[config.mk]
export PLATFORM = sky130hd
export DESIGN_NAME = dpc_i2c_host
export DESIGN_NICKNAME = d
export VERILOG_FILES = /design/src/hw/dpc_pkg.sv /design/src/hw/dpc_i2c_host.sv /design/src/hw/dpc_sync.sv /design/src/hw/dpc_tick.sv
export VERILOG_INCLUDE_DIRS = /design/src /design/src/hw
export SDC_FILE = /design/constraint.sdc
export NUM_CORES = 1
export LEC_CHECK = 0
export BUFFER_PORTS_ARGS = -buffer_cell sky130_fd_sc_hd__buf_2
export CORE_MARGIN = 2
export CORE_UTILIZATION = 60
export DETAILED_ROUTE_END_ITERATION = 8
export GPL_TIMING_DRIVEN = 1
export PLACE_DENSITY = 0.8
export SYNTH_ARGS = -nofsm -noshare
export SYNTH_HDL_FRONTEND = slang
export SYNTH_SLANG_ARGS = --single-unit
[constraint.sdc]
create_clock -name core_clk -period 4 [get_ports core_clk]
set_clock_uncertainty 0.2 [all_clocks]
set_input_delay 0.4 -clock core_clk [delete_from_list [all_inputs] [get_ports core_clk]]
set_output_delay 0.4 -clock core_clk [all_outputs]
set_load 0.02 [all_outputs]
[src/hw/dpc_regs.svh]
// register offsets, field positions, reset values and timing of the digipot i2c host
`ifndef DPC_REGS_SVH
`define DPC_REGS_SVH
// ----------------------------------------------------------------
// apb register offsets (byte addresses, one aligned word each)
// ----------------------------------------------------------------
`define DPC_OFS_CTRL 8'h00
`define DPC_OFS_XFER 8'h04
`define DPC_OFS_WDATA 8'h08
`define DPC_OFS_RDATA 8'h0c
`define DPC_OFS_STAT 8'h10
// ----------------------------------------------------------------
// field positions
// ----------------------------------------------------------------
`define DPC_CTRL_GO 0
`define DPC_CTRL_RD 1
`define DPC_CTRL_SEL_LO 2
`define DPC_CTRL_SEL_HI 4
`define DPC_CTRL_PD 5
`define DPC_XFER_RA_HI 7
`define DPC_XFER_LEN_LO 8
`define DPC_XFER_LEN_HI 9
`define DPC_STAT_BUSY 0
`define DPC_STAT_DONE 1
`define DPC_STAT_NACK 2
`define DPC_STAT_PD 3
// ----------------------------------------------------------------
// reset values and protocol constants
// ----------------------------------------------------------------
`define DPC_SEL_RST 3'h0
`define DPC_PD_RST 1'b1
`define DPC_ID_PREFIX 4'ha
`define DPC_ACK_BIT 4'h8
`define DPC_Q_SAMPLE 2'h2
`define DPC_Q_LAST 2'h3
// ----------------------------------------------------------------
// timing
// ----------------------------------------------------------------
`define DPC_CLK_NS 10
`define DPC_TQ_NS 625
`define DPC_TWC_MS 20
`define DPC_NS_PER_MS 1000000
`define DPC_HOLD_W 22
`define DPC_DIV_W 8
`endif

[src/hw/dpc_pkg.sv]
// types shared by the digipot i2c host modules
package dpc_pkg;
  // bus engine phase
  typedef enum logic [2:0] {ph_idle, ph_start, ph_bit, ph_stop, ph_hold} dpc_phase_t;
  // which byte of the transaction is on the wire
  typedef enum logic [2:0] {st_idw, st_ra, st_dw, st_idr, st_dr} dpc_step_t;
  // apb request from the bus master
  typedef struct packed {
    logic psel;
    logic penable;
    logic pwrite;
    logic [7:0] paddr;
    logic [31:0] pwdata;
  } dpc_apb_req_t;
  // apb answer to the bus master
  typedef struct packed {
    logic pready;
    logic pslverr;
    logic [31:0] prdata;
  } dpc_apb_rsp_t;
  // whole state of the host
  typedef struct packed {
    dpc_phase_t ph;
    dpc_step_t step;
    logic [1:0] q;
    logic [3:0] bit_i;
    logic [7:0] sh;
    logic nak;
    logic [1:0] idx;
    logic [1:0] len;
    logic rd;
    logic [2:0] sel;
    logic pd;
    logic [7:0] ra;
    logic [31:0] wbuf;
    logic [31:0] rbuf;
    logic done;
    logic nack;
    logic [21:0] hold;
    logic scl_lo;
    logic sda_lo;
    logic [31:0] prdata;
  } dpc_state_t;
  // quarter-bit divider state
  typedef struct packed {
    logic [7:0] cnt;
  } dpc_div_t;
endpackage

[src/hw/dpc_i2c_host.sv]
// two-wire bus master that drives a quad digipot, ordered over apb
// Behaviour
// pin high and control bit set: normal
// bytes shift most significant bit first
// master moves data only while clock low
// device releases data line after power-up
// device ignores bus until start seen
// stop ends every transaction, device standby
// sender releases data, receiver acks ninth
// device acks id, address, written data
// master acks read bytes to continue
// id is 1010, select pins, direction
// direction bit one reads, zero writes
// write: start, id, address, data, stop
// device pointer advances, wraps after 08h
// nv write after stop; wait 20ms
// read: address written, repeated start, id read
// master ends read with nack, stop
// read data from pointer, wraps after 08h
// check write-pending clear before nv readback
// bank select bit picks volatile or not; the device model keeps one copy for both banks
// nv wiper write also updates volatile
// write-pending blocks wiper and control writes
// unmatched id unacked, bus ignored
`timescale 1ns/1ps
`default_nettype none
`include "dpc_regs.svh"
module dpc_i2c_host #(
  parameter int unsigned QTR_CYC = (`DPC_TQ_NS + `DPC_CLK_NS - 1) / `DPC_CLK_NS,
  parameter int unsigned NV_WAIT_CYC = `DPC_TWC_MS * (`DPC_NS_PER_MS / `DPC_CLK_NS)
) (
  // clock and reset
  input wire logic core_clk,
  input wire logic reset_n,
  // apb slave
  input wire dpc_pkg::dpc_apb_req_t apb_req,
  output dpc_pkg::dpc_apb_rsp_t apb_rsp,
  // serial clock, open drain
  input wire logic scl_i,
  output logic scl_o,
  output logic scl_oe_n,
  // serial data, open drain
  input wire logic sda_i,
  output logic sda_o,
  output logic sda_oe_n,
  // device power-down pin, high for normal operation
  output logic power_down_ctl
);
  // ----------------------------------------------------------------
  // declarations
  // ----------------------------------------------------------------
  dpc_pkg::dpc_state_t r;     // registered state
  dpc_pkg::dpc_state_t n;     // next state
  logic tick;                 // quarter-bit pulse
  logic adv;                  // quarter advances this cycle
  logic stall;                // device holds the clock low
  logic scl_s;                // synchronised clock line
  logic sda_s;                // synchronised data line
  logic setup;                // apb setup cycle
  logic acc;                  // apb access cycle
  logic mapped;               // address decodes
  logic wr;                   // write takes effect
  logic start_req;            // accepted go
  logic tx;                   // host sends the byte on the wire
  logic byte_end;             // ninth bit finishes
  logic nak_ev;               // device refused a byte
  localparam logic [`DPC_HOLD_W-1:0] HOLD_LOAD = `DPC_HOLD_W'(NV_WAIT_CYC - 1);

  // refuse a holdoff the counter cannot hold
  if (NV_WAIT_CYC < 1 || NV_WAIT_CYC >= (1 << `DPC_HOLD_W)) begin : g_bad_wait
    $error("dpc_i2c_host: NV_WAIT_CYC out of range");
  end

  // ----------------------------------------------------------------
  // pin synchronisers and quarter timing
  // ----------------------------------------------------------------
  dpc_sync #(
    .W(2)
  ) u_sync (
    .core_clk(core_clk),
    .reset_n(reset_n),
    .din({scl_i, sda_i}),
    .dout({scl_s, sda_s})
  );

  // divider restarts with each transaction so the first quarter is whole
  dpc_tick #(
    .QTR_CYC(QTR_CYC)
  ) u_tick (
    .core_clk(core_clk),
    .reset_n(reset_n),
    .clr(r.ph == dpc_pkg::ph_idle || r.ph == dpc_pkg::ph_hold),
    .tick(tick)
  );

  // open-drain pins only ever pull low
  assign scl_o = 1'b0;
  assign sda_o = 1'b0;
  assign scl_oe_n = !r.scl_lo;
  assign sda_oe_n = !r.sda_lo;
  assign power_down_ctl = r.pd;

  // ----------------------------------------------------------------
  // next-state logic
  // ----------------------------------------------------------------
  always_comb begin
    n = r;
    setup = apb_req.psel && !apb_req.penable;
    acc = apb_req.psel && apb_req.penable;
    start_req = 1'b0;
    // decode
    unique case (apb_req.paddr)
      `DPC_OFS_CTRL, `DPC_OFS_XFER, `DPC_OFS_WDATA,
      `DPC_OFS_RDATA, `DPC_OFS_STAT: mapped = 1'b1;
      default: mapped = 1'b0;
    endcase
    wr = acc && apb_req.pwrite && mapped;
    // read data is captured in the setup cycle, so the slave never waits
    if (setup) begin
      n.prdata = '0;
      unique case (apb_req.paddr)
        `DPC_OFS_CTRL: begin
          n.prdata[`DPC_CTRL_RD] = r.rd;
          n.prdata[`DPC_CTRL_SEL_HI:`DPC_CTRL_SEL_LO] = r.sel;
          n.prdata[`DPC_CTRL_PD] = r.pd;
        end
        `DPC_OFS_XFER: begin
          n.prdata[`DPC_XFER_RA_HI:0] = r.ra;
          n.prdata[`DPC_XFER_LEN_HI:`DPC_XFER_LEN_LO] = r.len;
        end
        `DPC_OFS_WDATA: n.prdata = r.wbuf;
        `DPC_OFS_RDATA: n.prdata = r.rbuf;
        `DPC_OFS_STAT: begin
          n.prdata[`DPC_STAT_BUSY] = (r.ph != dpc_pkg::ph_idle);
          n.prdata[`DPC_STAT_DONE] = r.done;
          n.prdata[`DPC_STAT_NACK] = r.nack;
          n.prdata[`DPC_STAT_PD] = r.pd;
        end
        default: n.prdata = '0;
      endcase
    end
    // register writes
    if (wr && apb_req.paddr == `DPC_OFS_CTRL) begin
      n.pd = apb_req.pwdata[`DPC_CTRL_PD];
      // direction and select stay fixed while a transaction runs
      if (r.ph == dpc_pkg::ph_idle) begin
        n.rd = apb_req.pwdata[`DPC_CTRL_RD];
        n.sel = apb_req.pwdata[`DPC_CTRL_SEL_HI:`DPC_CTRL_SEL_LO];
        start_req = apb_req.pwdata[`DPC_CTRL_GO];
      end
    end
    if (wr && apb_req.paddr == `DPC_OFS_XFER && r.ph == dpc_pkg::ph_idle) begin
      n.ra = apb_req.pwdata[`DPC_XFER_RA_HI:0];
      n.len = apb_req.pwdata[`DPC_XFER_LEN_HI:`DPC_XFER_LEN_LO];
    end
    if (wr && apb_req.paddr == `DPC_OFS_WDATA && r.ph == dpc_pkg::ph_idle) begin
      n.wbuf = apb_req.pwdata;
    end
    // write one to clear; the engine below sets afterwards and so wins
    if (wr && apb_req.paddr == `DPC_OFS_STAT) begin
      if (apb_req.pwdata[`DPC_STAT_DONE]) begin
        n.done = 1'b0;
      end
      if (apb_req.pwdata[`DPC_STAT_NACK]) begin
        n.nack = 1'b0;
      end
    end
    // engine helpers
    stall = !r.scl_lo && !scl_s && (r.q == 2'h1 || r.q == `DPC_Q_SAMPLE);
    adv = tick && !stall;
    tx = (r.step != dpc_pkg::st_dr);
    byte_end = (r.ph == dpc_pkg::ph_bit) && adv && (r.q == `DPC_Q_LAST) &&
               (r.bit_i == `DPC_ACK_BIT);
    nak_ev = byte_end && tx && r.nak;
    // bus engine
    unique case (r.ph)
      dpc_pkg::ph_idle: begin
        if (start_req) begin
          n.ph = dpc_pkg::ph_start;
          n.step = dpc_pkg::st_idw;
          n.q = '0;
          n.bit_i = '0;
          n.idx = '0;
          n.sh = {`DPC_ID_PREFIX, n.sel, 1'b0};
        end
      end
      dpc_pkg::ph_start: begin
        if (adv) begin
          n.q = r.q + 2'h1;
          if (r.q == `DPC_Q_LAST) begin
            n.ph = dpc_pkg::ph_bit;
          end
        end
      end
      dpc_pkg::ph_bit: begin
        if (adv) begin
          n.q = r.q + 2'h1;
          // sample at the end of the high clock, just before it falls
          if (r.q == `DPC_Q_SAMPLE) begin
            if (r.bit_i == `DPC_ACK_BIT) begin
              n.nak = sda_s;
            end else if (!tx) begin
              n.sh = {r.sh[6:0], sda_s};
            end
          end
          if (r.q == `DPC_Q_LAST) begin
            if (r.bit_i != `DPC_ACK_BIT) begin
              n.bit_i = r.bit_i + 4'h1;
              if (tx) begin
                n.sh = {r.sh[6:0], 1'b1};
              end
            end else begin
              n.bit_i = '0;
              if (tx && r.nak) begin
                // refused byte: stop at once
                n.nack = 1'b1;
                n.ph = dpc_pkg::ph_stop;
              end else begin
                unique case (r.step)
                  dpc_pkg::st_idw: begin
                    n.step = dpc_pkg::st_ra;
                    n.sh = r.ra;
                  end
                  dpc_pkg::st_ra: begin
                    if (r.rd) begin
                      // repeated start then id with read direction
                      n.ph = dpc_pkg::ph_start;
                      n.step = dpc_pkg::st_idr;
                      n.sh = {`DPC_ID_PREFIX, r.sel, 1'b1};
                    end else begin
                      n.step = dpc_pkg::st_dw;
                      n.sh = r.wbuf[7:0];
                    end
                  end
                  dpc_pkg::st_dw: begin
                    if (r.idx == r.len) begin
                      n.ph = dpc_pkg::ph_stop;
                    end else begin
                      n.idx = r.idx + 2'h1;
                      n.sh = r.wbuf[{n.idx, 3'h0} +: 8];
                    end
                  end
                  dpc_pkg::st_idr: begin
                    n.step = dpc_pkg::st_dr;
                    n.sh = '1;
                  end
                  dpc_pkg::st_dr: begin
                    n.rbuf[{r.idx, 3'h0} +: 8] = r.sh;
                    if (r.idx == r.len) begin
                      n.ph = dpc_pkg::ph_stop;
                    end else begin
                      n.idx = r.idx + 2'h1;
                    end
                  end
                  default: n.ph = dpc_pkg::ph_stop;
                endcase
              end
            end
          end
        end
      end
      dpc_pkg::ph_stop: begin
        if (adv) begin
          n.q = r.q + 2'h1;
          if (r.q == `DPC_Q_LAST) begin
            n.done = 1'b1;
            // any write that reached the data phase may start an nv cycle
            if (r.step == dpc_pkg::st_dw) begin
              n.ph = dpc_pkg::ph_hold;
              n.hold = HOLD_LOAD;
            end else begin
              n.ph = dpc_pkg::ph_idle;
            end
          end
        end
      end
      dpc_pkg::ph_hold: begin
        // nv write time; go is refused meanwhile and busy stays set,
        // so software sees the pending store before any readback
        if (r.hold == '0) begin
          n.ph = dpc_pkg::ph_idle;
        end else begin
          n.hold = r.hold - `DPC_HOLD_W'(1);
        end
      end
      default: n.ph = dpc_pkg::ph_idle;
    endcase
    // pin drive follows the next phase and quarter
    n.scl_lo = 1'b0;
    n.sda_lo = 1'b0;
    unique case (n.ph)
      dpc_pkg::ph_start: begin
        n.scl_lo = (n.q == 2'h0) || (n.q == `DPC_Q_LAST);
        n.sda_lo = (n.q >= `DPC_Q_SAMPLE);
      end
      dpc_pkg::ph_bit: begin
        // data moves only in quarter 0, with the clock held low
        n.scl_lo = (n.q == 2'h0) || (n.q == `DPC_Q_LAST);
        if (n.bit_i == `DPC_ACK_BIT) begin
          // release for the device ack, or ack/nack a read byte
          n.sda_lo = (n.step == dpc_pkg::st_dr) && (n.idx != n.len);
        end else begin
          n.sda_lo = (n.step != dpc_pkg::st_dr) && !n.sh[7];
        end
      end
      dpc_pkg::ph_stop: begin
        n.scl_lo = (n.q == 2'h0);
        n.sda_lo = (n.q <= 2'h1);
      end
      default: begin
        n.scl_lo = 1'b0;
        n.sda_lo = 1'b0;
      end
    endcase
  end

  // ----------------------------------------------------------------
  // state register
  // ----------------------------------------------------------------
  always_ff @(posedge core_clk or negedge reset_n) begin
    if (!reset_n) begin
      r <= '0;
      r.ph <= dpc_pkg::ph_idle;
      r.step <= dpc_pkg::st_idw;
      r.sel <= `DPC_SEL_RST;
      r.pd <= `DPC_PD_RST;
    end else begin
      r <= n;
    end
  end

  // apb answer: zero wait states
  always_comb begin
    apb_rsp.pready = 1'b1;
    apb_rsp.pslverr = acc && !mapped;
    apb_rsp.prdata = r.prdata;
  end
endmodule
`default_nettype wire

[src/hw/dpc_sync.sv]
// two-flop synchroniser for pin inputs
`timescale 1ns/1ps
`default_nettype none
module dpc_sync #(
  parameter int unsigned W = 1
) (
  // clock and reset
  input wire logic core_clk,
  input wire logic reset_n,
  // asynchronous in, synchronous out
  input wire logic [W-1:0] din,
  output logic [W-1:0] dout
);
  // first stage is read only by the second
  logic [W-1:0] meta_r;
  logic [W-1:0] meta_nxt;
  logic [W-1:0] dout_nxt;

  // ----------------------------------------------------------------
  // next values
  // ----------------------------------------------------------------
  always_comb begin
    meta_nxt = din;
    dout_nxt = meta_r;
  end

  // ----------------------------------------------------------------
  // registers; pins idle high through pull-ups
  // ----------------------------------------------------------------
  always_ff @(posedge core_clk or negedge reset_n) begin
    if (!reset_n) begin
      meta_r <= '1;
      dout <= '1;
    end else begin
      meta_r <= meta_nxt;
      dout <= dout_nxt;
    end
  end
endmodule
`default_nettype wire

[src/hw/dpc_tick.sv]
// quarter-bit tick generator that makes the serial clock timing
`timescale 1ns/1ps
`default_nettype none
`include "dpc_regs.svh"
module dpc_tick #(
  parameter int unsigned QTR_CYC = 63
) (
  // clock and reset
  input wire logic core_clk,
  input wire logic reset_n,
  // hold the divider at zero while the bus is idle
  input wire logic clr,
  // one-cycle pulse at each quarter-bit end
  output logic tick
);
  dpc_pkg::dpc_div_t r_r;
  dpc_pkg::dpc_div_t r_nxt;
  localparam logic [`DPC_DIV_W-1:0] LAST = `DPC_DIV_W'(QTR_CYC - 1);

  // refuse quarters the counter cannot hold
  if (QTR_CYC < 2 || QTR_CYC >= (1 << `DPC_DIV_W)) begin : g_bad_qtr
    $error("dpc_tick: QTR_CYC out of range");
  end

  // ----------------------------------------------------------------
  // counter
  // ----------------------------------------------------------------
  always_comb begin
    r_nxt = r_r;
    tick = !clr && (r_r.cnt == LAST);
    if (clr || tick) begin
      r_nxt.cnt = '0;
    end else begin
      r_nxt.cnt = r_r.cnt + `DPC_DIV_W'(1);
    end
  end

  always_ff @(posedge core_clk or negedge reset_n) begin
    if (!reset_n) begin
      r_r <= '0;
    end else begin
      r_r <= r_nxt;
    end
  end
endmodule
`default_nettype wire

==> results.tsv <==
stage	metric	value	unit
run_status	outcome	finished, violations left	
run_status	violations	hold timing	
drt	wl_per_cell	20.4	µm
floorplanning	initial_core_util	61.0	%
drt	drt-initial-drc-count	774	
global_route	grt_usage	30.6	%
floorplanning	io_pins	86	
cells_and_area	syn2layout_area_growth	11.2	%
sta	fin_crit_sh	85.3	%
worst_setup_path	critical_path_arrival	3.59	ns
floorplanning	die_area	16400	µm²
global_route	grt_max_degree	81	
cells_and_area	num_antenna_cells	0	
power_and_ir_drop	seqPwrFrac	48.2	%
cts	insertion_delay	0.44	ns
cts	post_cts_resized	0	
job	drv_cap	0	
min_path	hold_class	input pin to flop	
cts	cts_buffer_depth	2	
sta	hold_violations	2	
drt	num_vias	7393	
logic_synthesis	ys_ff_latch	172	
sta	rsz0062_at_grt	false	
cts	htree_levels	4	
sta	max_freq	293	MHz
placed_design	gp_congestion	0.986	
cells_and_area	mostFrequentLayoutCells	dfrtp_1 (167), nand2_1 (144), o21ai_0 (86)	
drt	wl	23900	µm
cts	cts_inserted_buffers	17	
drt	ant_nets	0	
global_route	grt_pass1_vias	7241	
cells_and_area	fin_util	67.9	%
power_and_ir_drop	p_switching	0.000808	W
drt	drc	0	
power_and_ir_drop	clkPwrFrac	48.9	%
cts	cts_num_sinks	172	
logic_synthesis	syn-instance-count	927	
logic_synthesis	async_flop_share	100	%
sta	max_slew_margin	30.8	%
cts	cts_root_buffer	clkbuf_16	
cells_and_area	final_layout_size_suffix_gt1_share	23.2	%
worst_setup_path	critical_path.max_fanout	13	
sta	worst_pin_slew	1.04	ns
drt	vias_per_cell	6.30	
logic_synthesis	synth.cell_area	9240	µm²
power_and_ir_drop	switching_share	22.3	%
floorplanning	rows	45	
worst_setup_path	cp-end-kind	flop	
logic_synthesis	ys_warn_count	0	
placed_design	dpl-instance-area	9530	µm²
power_and_ir_drop	leakagePower	4.83	nW
floorplanning	coreArea	15100	µm²
power_and_ir_drop	power_frac_comb	2.9	%
global_route	grt_overflow	0	
placed_design	port_buffers	82	
cells_and_area	final_common_cell	dfrtp_1	
sta	drv_slew	0	
floorplanning	die_w	128	µm
worst_setup_path	critPathLaunchType	flop	
cells_and_area	finish.net_count	1035	
power_and_ir_drop	power.density	352	nW/µm²
cts	path_clk_slew	0.07	ns
floorplanning	die_y	128	µm
cells_and_area	final_cell_area	10300	µm²
drt	dr.pass1.iters	5	
sta	period_minus_slack	3.41	ns
worst_setup_path	critPathKind	flop to flop	
placed_design	dpl.hpwl	16600	µm
logic_synthesis	synth_seq_area_share	46.6	%
logic_synthesis	ys.flop_type	dfrtp_1	
logic_synthesis	synth_cell_types	80	
sta	setup_viol	0	
global_route	antenna_found_initial	0	
power_and_ir_drop	p_int	0.00281	W
global_route	grt_pass1_wl	38600	µm
logic_synthesis	avgSynthCellArea	9.97	µm²
power_and_ir_drop	ir_worst_vdd	293	µV
worst_setup_path	cp.required	4.18	ns
sta	whs	-0.000613	ns
power_and_ir_drop	total_power	0.00362	W
sta	finalSetupTns	0	ns
cts	cts_tree	yes	
logic_synthesis	synth_edf_count	0	
final cells by class:
cell class / instances / area, µm²
clock buffer: 19 / 453
clock inverter: 13 / 179
fill: 1167 / 4870
inverter: 24 / 90.1
multi-input combinational: 648 / 4360
sequential: 172 / 4310
tap: 188 / 235
timing repair buffer: 109 / 649
state kept, by name, indices dropped and copies added (netlist names):
register         flops
u_tick.r_r           8
u_sync.dout          2
apb_rsp             32
power_down_ctl       1
u_sync.dout_nxt      2
r                  127
cell usage after synthesis, types with 3 or more instances:
| cell type | number | area [µm²] |
|---|---|---|
| a211o_1 | 5 | 43.8 |
| a211oi_1 | 4 | 30.0 |
| a21oi_1 | 24 | 120 |
| a221o_1 | 4 | 40.0 |
| a221oi_1 | 6 | 52.6 |
| a22oi_1 | 30 | 225 |
| a31oi_1 | 11 | 68.8 |
| and3_1 | 9 | 56.3 |
| and4_1 | 3 | 26.3 |
| buf_1 | 6 | 22.5 |
| buf_2 | 5 | 25.0 |
| buf_4 | 40 | 300 |
| clkbuf_1 | 30 | 113 |
| dfrtp_1 | 167 | 4180 |
| dfstp_2 | 5 | 131 |
| ha_1 | 16 | 200 |
| inv_1 | 24 | 90.1 |
| mux2_2 | 57 | 642 |
| mux2i_1 | 5 | 50.1 |
| mux4_2 | 10 | 225 |
| nand2_1 | 144 | 541 |
| nand2b_1 | 6 | 37.5 |
| nand3_1 | 19 | 95.1 |
| nand3b_1 | 3 | 22.5 |
| nand4_1 | 6 | 37.5 |
| nor2_1 | 49 | 184 |
| nor2b_1 | 7 | 43.8 |
| nor3_1 | 21 | 105 |
| nor3b_1 | 6 | 45.0 |
| nor4_1 | 8 | 50.1 |
| nor4_2 | 3 | 37.5 |
| o211ai_1 | 3 | 22.5 |
| o21ai_0 | 86 | 430 |
| o22ai_1 | 3 | 18.8 |
| o31ai_1 | 7 | 52.6 |
| or3_1 | 9 | 56.3 |
| or4_1 | 3 | 22.5 |
| xnor2_1 | 12 | 105 |
| xor2_1 | 16 | 140 |
timing repair:
action / in CTS / in global routing
hold buffers: 11 / 1
endpoints found under the hold margin: 86 / 1
setup buffers: 0 / 0
endpoints found under the setup margin: 0 / 0
worst max-delay path, cell delays in order (launching register included):
cell	delay [ns]
dfrtp_1	0.50
inv_1	0.15
ha_1	0.63
mux4_2	0.59
a21oi_1	0.17
o21ai_0	0.11
a211oi_1	0.41
a31oi_1	0.15
nor4b_1	0.29
or3_1	0.14
stage by stage:
step	setup slack, ns	cells
floorplan	0.854	928
global placement	0.699	1129
detailed placement	0.670	1129
CTS	0.601	1172
global route	0.438	1173
finish	0.589	1173
power by group through the flow:
stage          combinational [W]  clock, W  sequential (W)
2_1_floorplan          0.0000320         0         0.00178
3_3_place_gp           0.0000983         0         0.00178
3_5_place_dp           0.0000989         0         0.00178
4_1_cts                 0.000108   0.00177         0.00174
5_1_grt                 0.000120   0.00185         0.00174
6_report                0.000107   0.00177         0.00174
per-layer routing:
| layer | track usage, % | wire length (µm) | up-vias |
|---|---|---|---|
| met5 | 0 | 0 | - |
| met3 | 6.22 | 1850 | 79 |
| met2 | 49.8 | 11400 | 360 |
| li1 | - | - | 3375 |
| met4 | 11.8 | 812 | 0 |
| met1 | 40.6 | 9830 | 3579 |
worst paths after layout:
check                                        startpoint                       end  slack, ns  cells after the start
max                                    r[138]$_DFF_PN0_           r[32]$_DFF_PN0_       0.59                      9
max in group asynchronous                       reset_n  u_sync.dout[1]$_DFF_PN1_       2.20                      3
min in group asynchronous                       reset_n    apb_rsp[3]$_DFFE_PN0P_       0.36                      2
min reg2reg                u_sync.dout_nxt[1]$_DFF_PN1_  u_sync.dout[1]$_DFF_PN1_       0.16                      0
max reg2reg                            r[138]$_DFF_PN0_           r[32]$_DFF_PN0_       0.59                      9
min                                         apb_req[13]        r[103]$_DFFE_PN0P_    -0.0006                      2
cell families (layout without fill, tap and decap cells):
logic type,Yosys count,in the layout,share of synthesized area [%]
and+or+nand+nor,321,321,17.4
muxes,74,74,10.2
buffers and inverters,108,165,6.25
AOI/OAI and AO/OA,206,206,14.6
adders and majority gates,16,16,2.17
xor gates and xnor gates,28,28,2.65
other,2,3,0.0812
DFF,172,172,46.6
No activity file was read; power rests on OpenSTA's default activity.
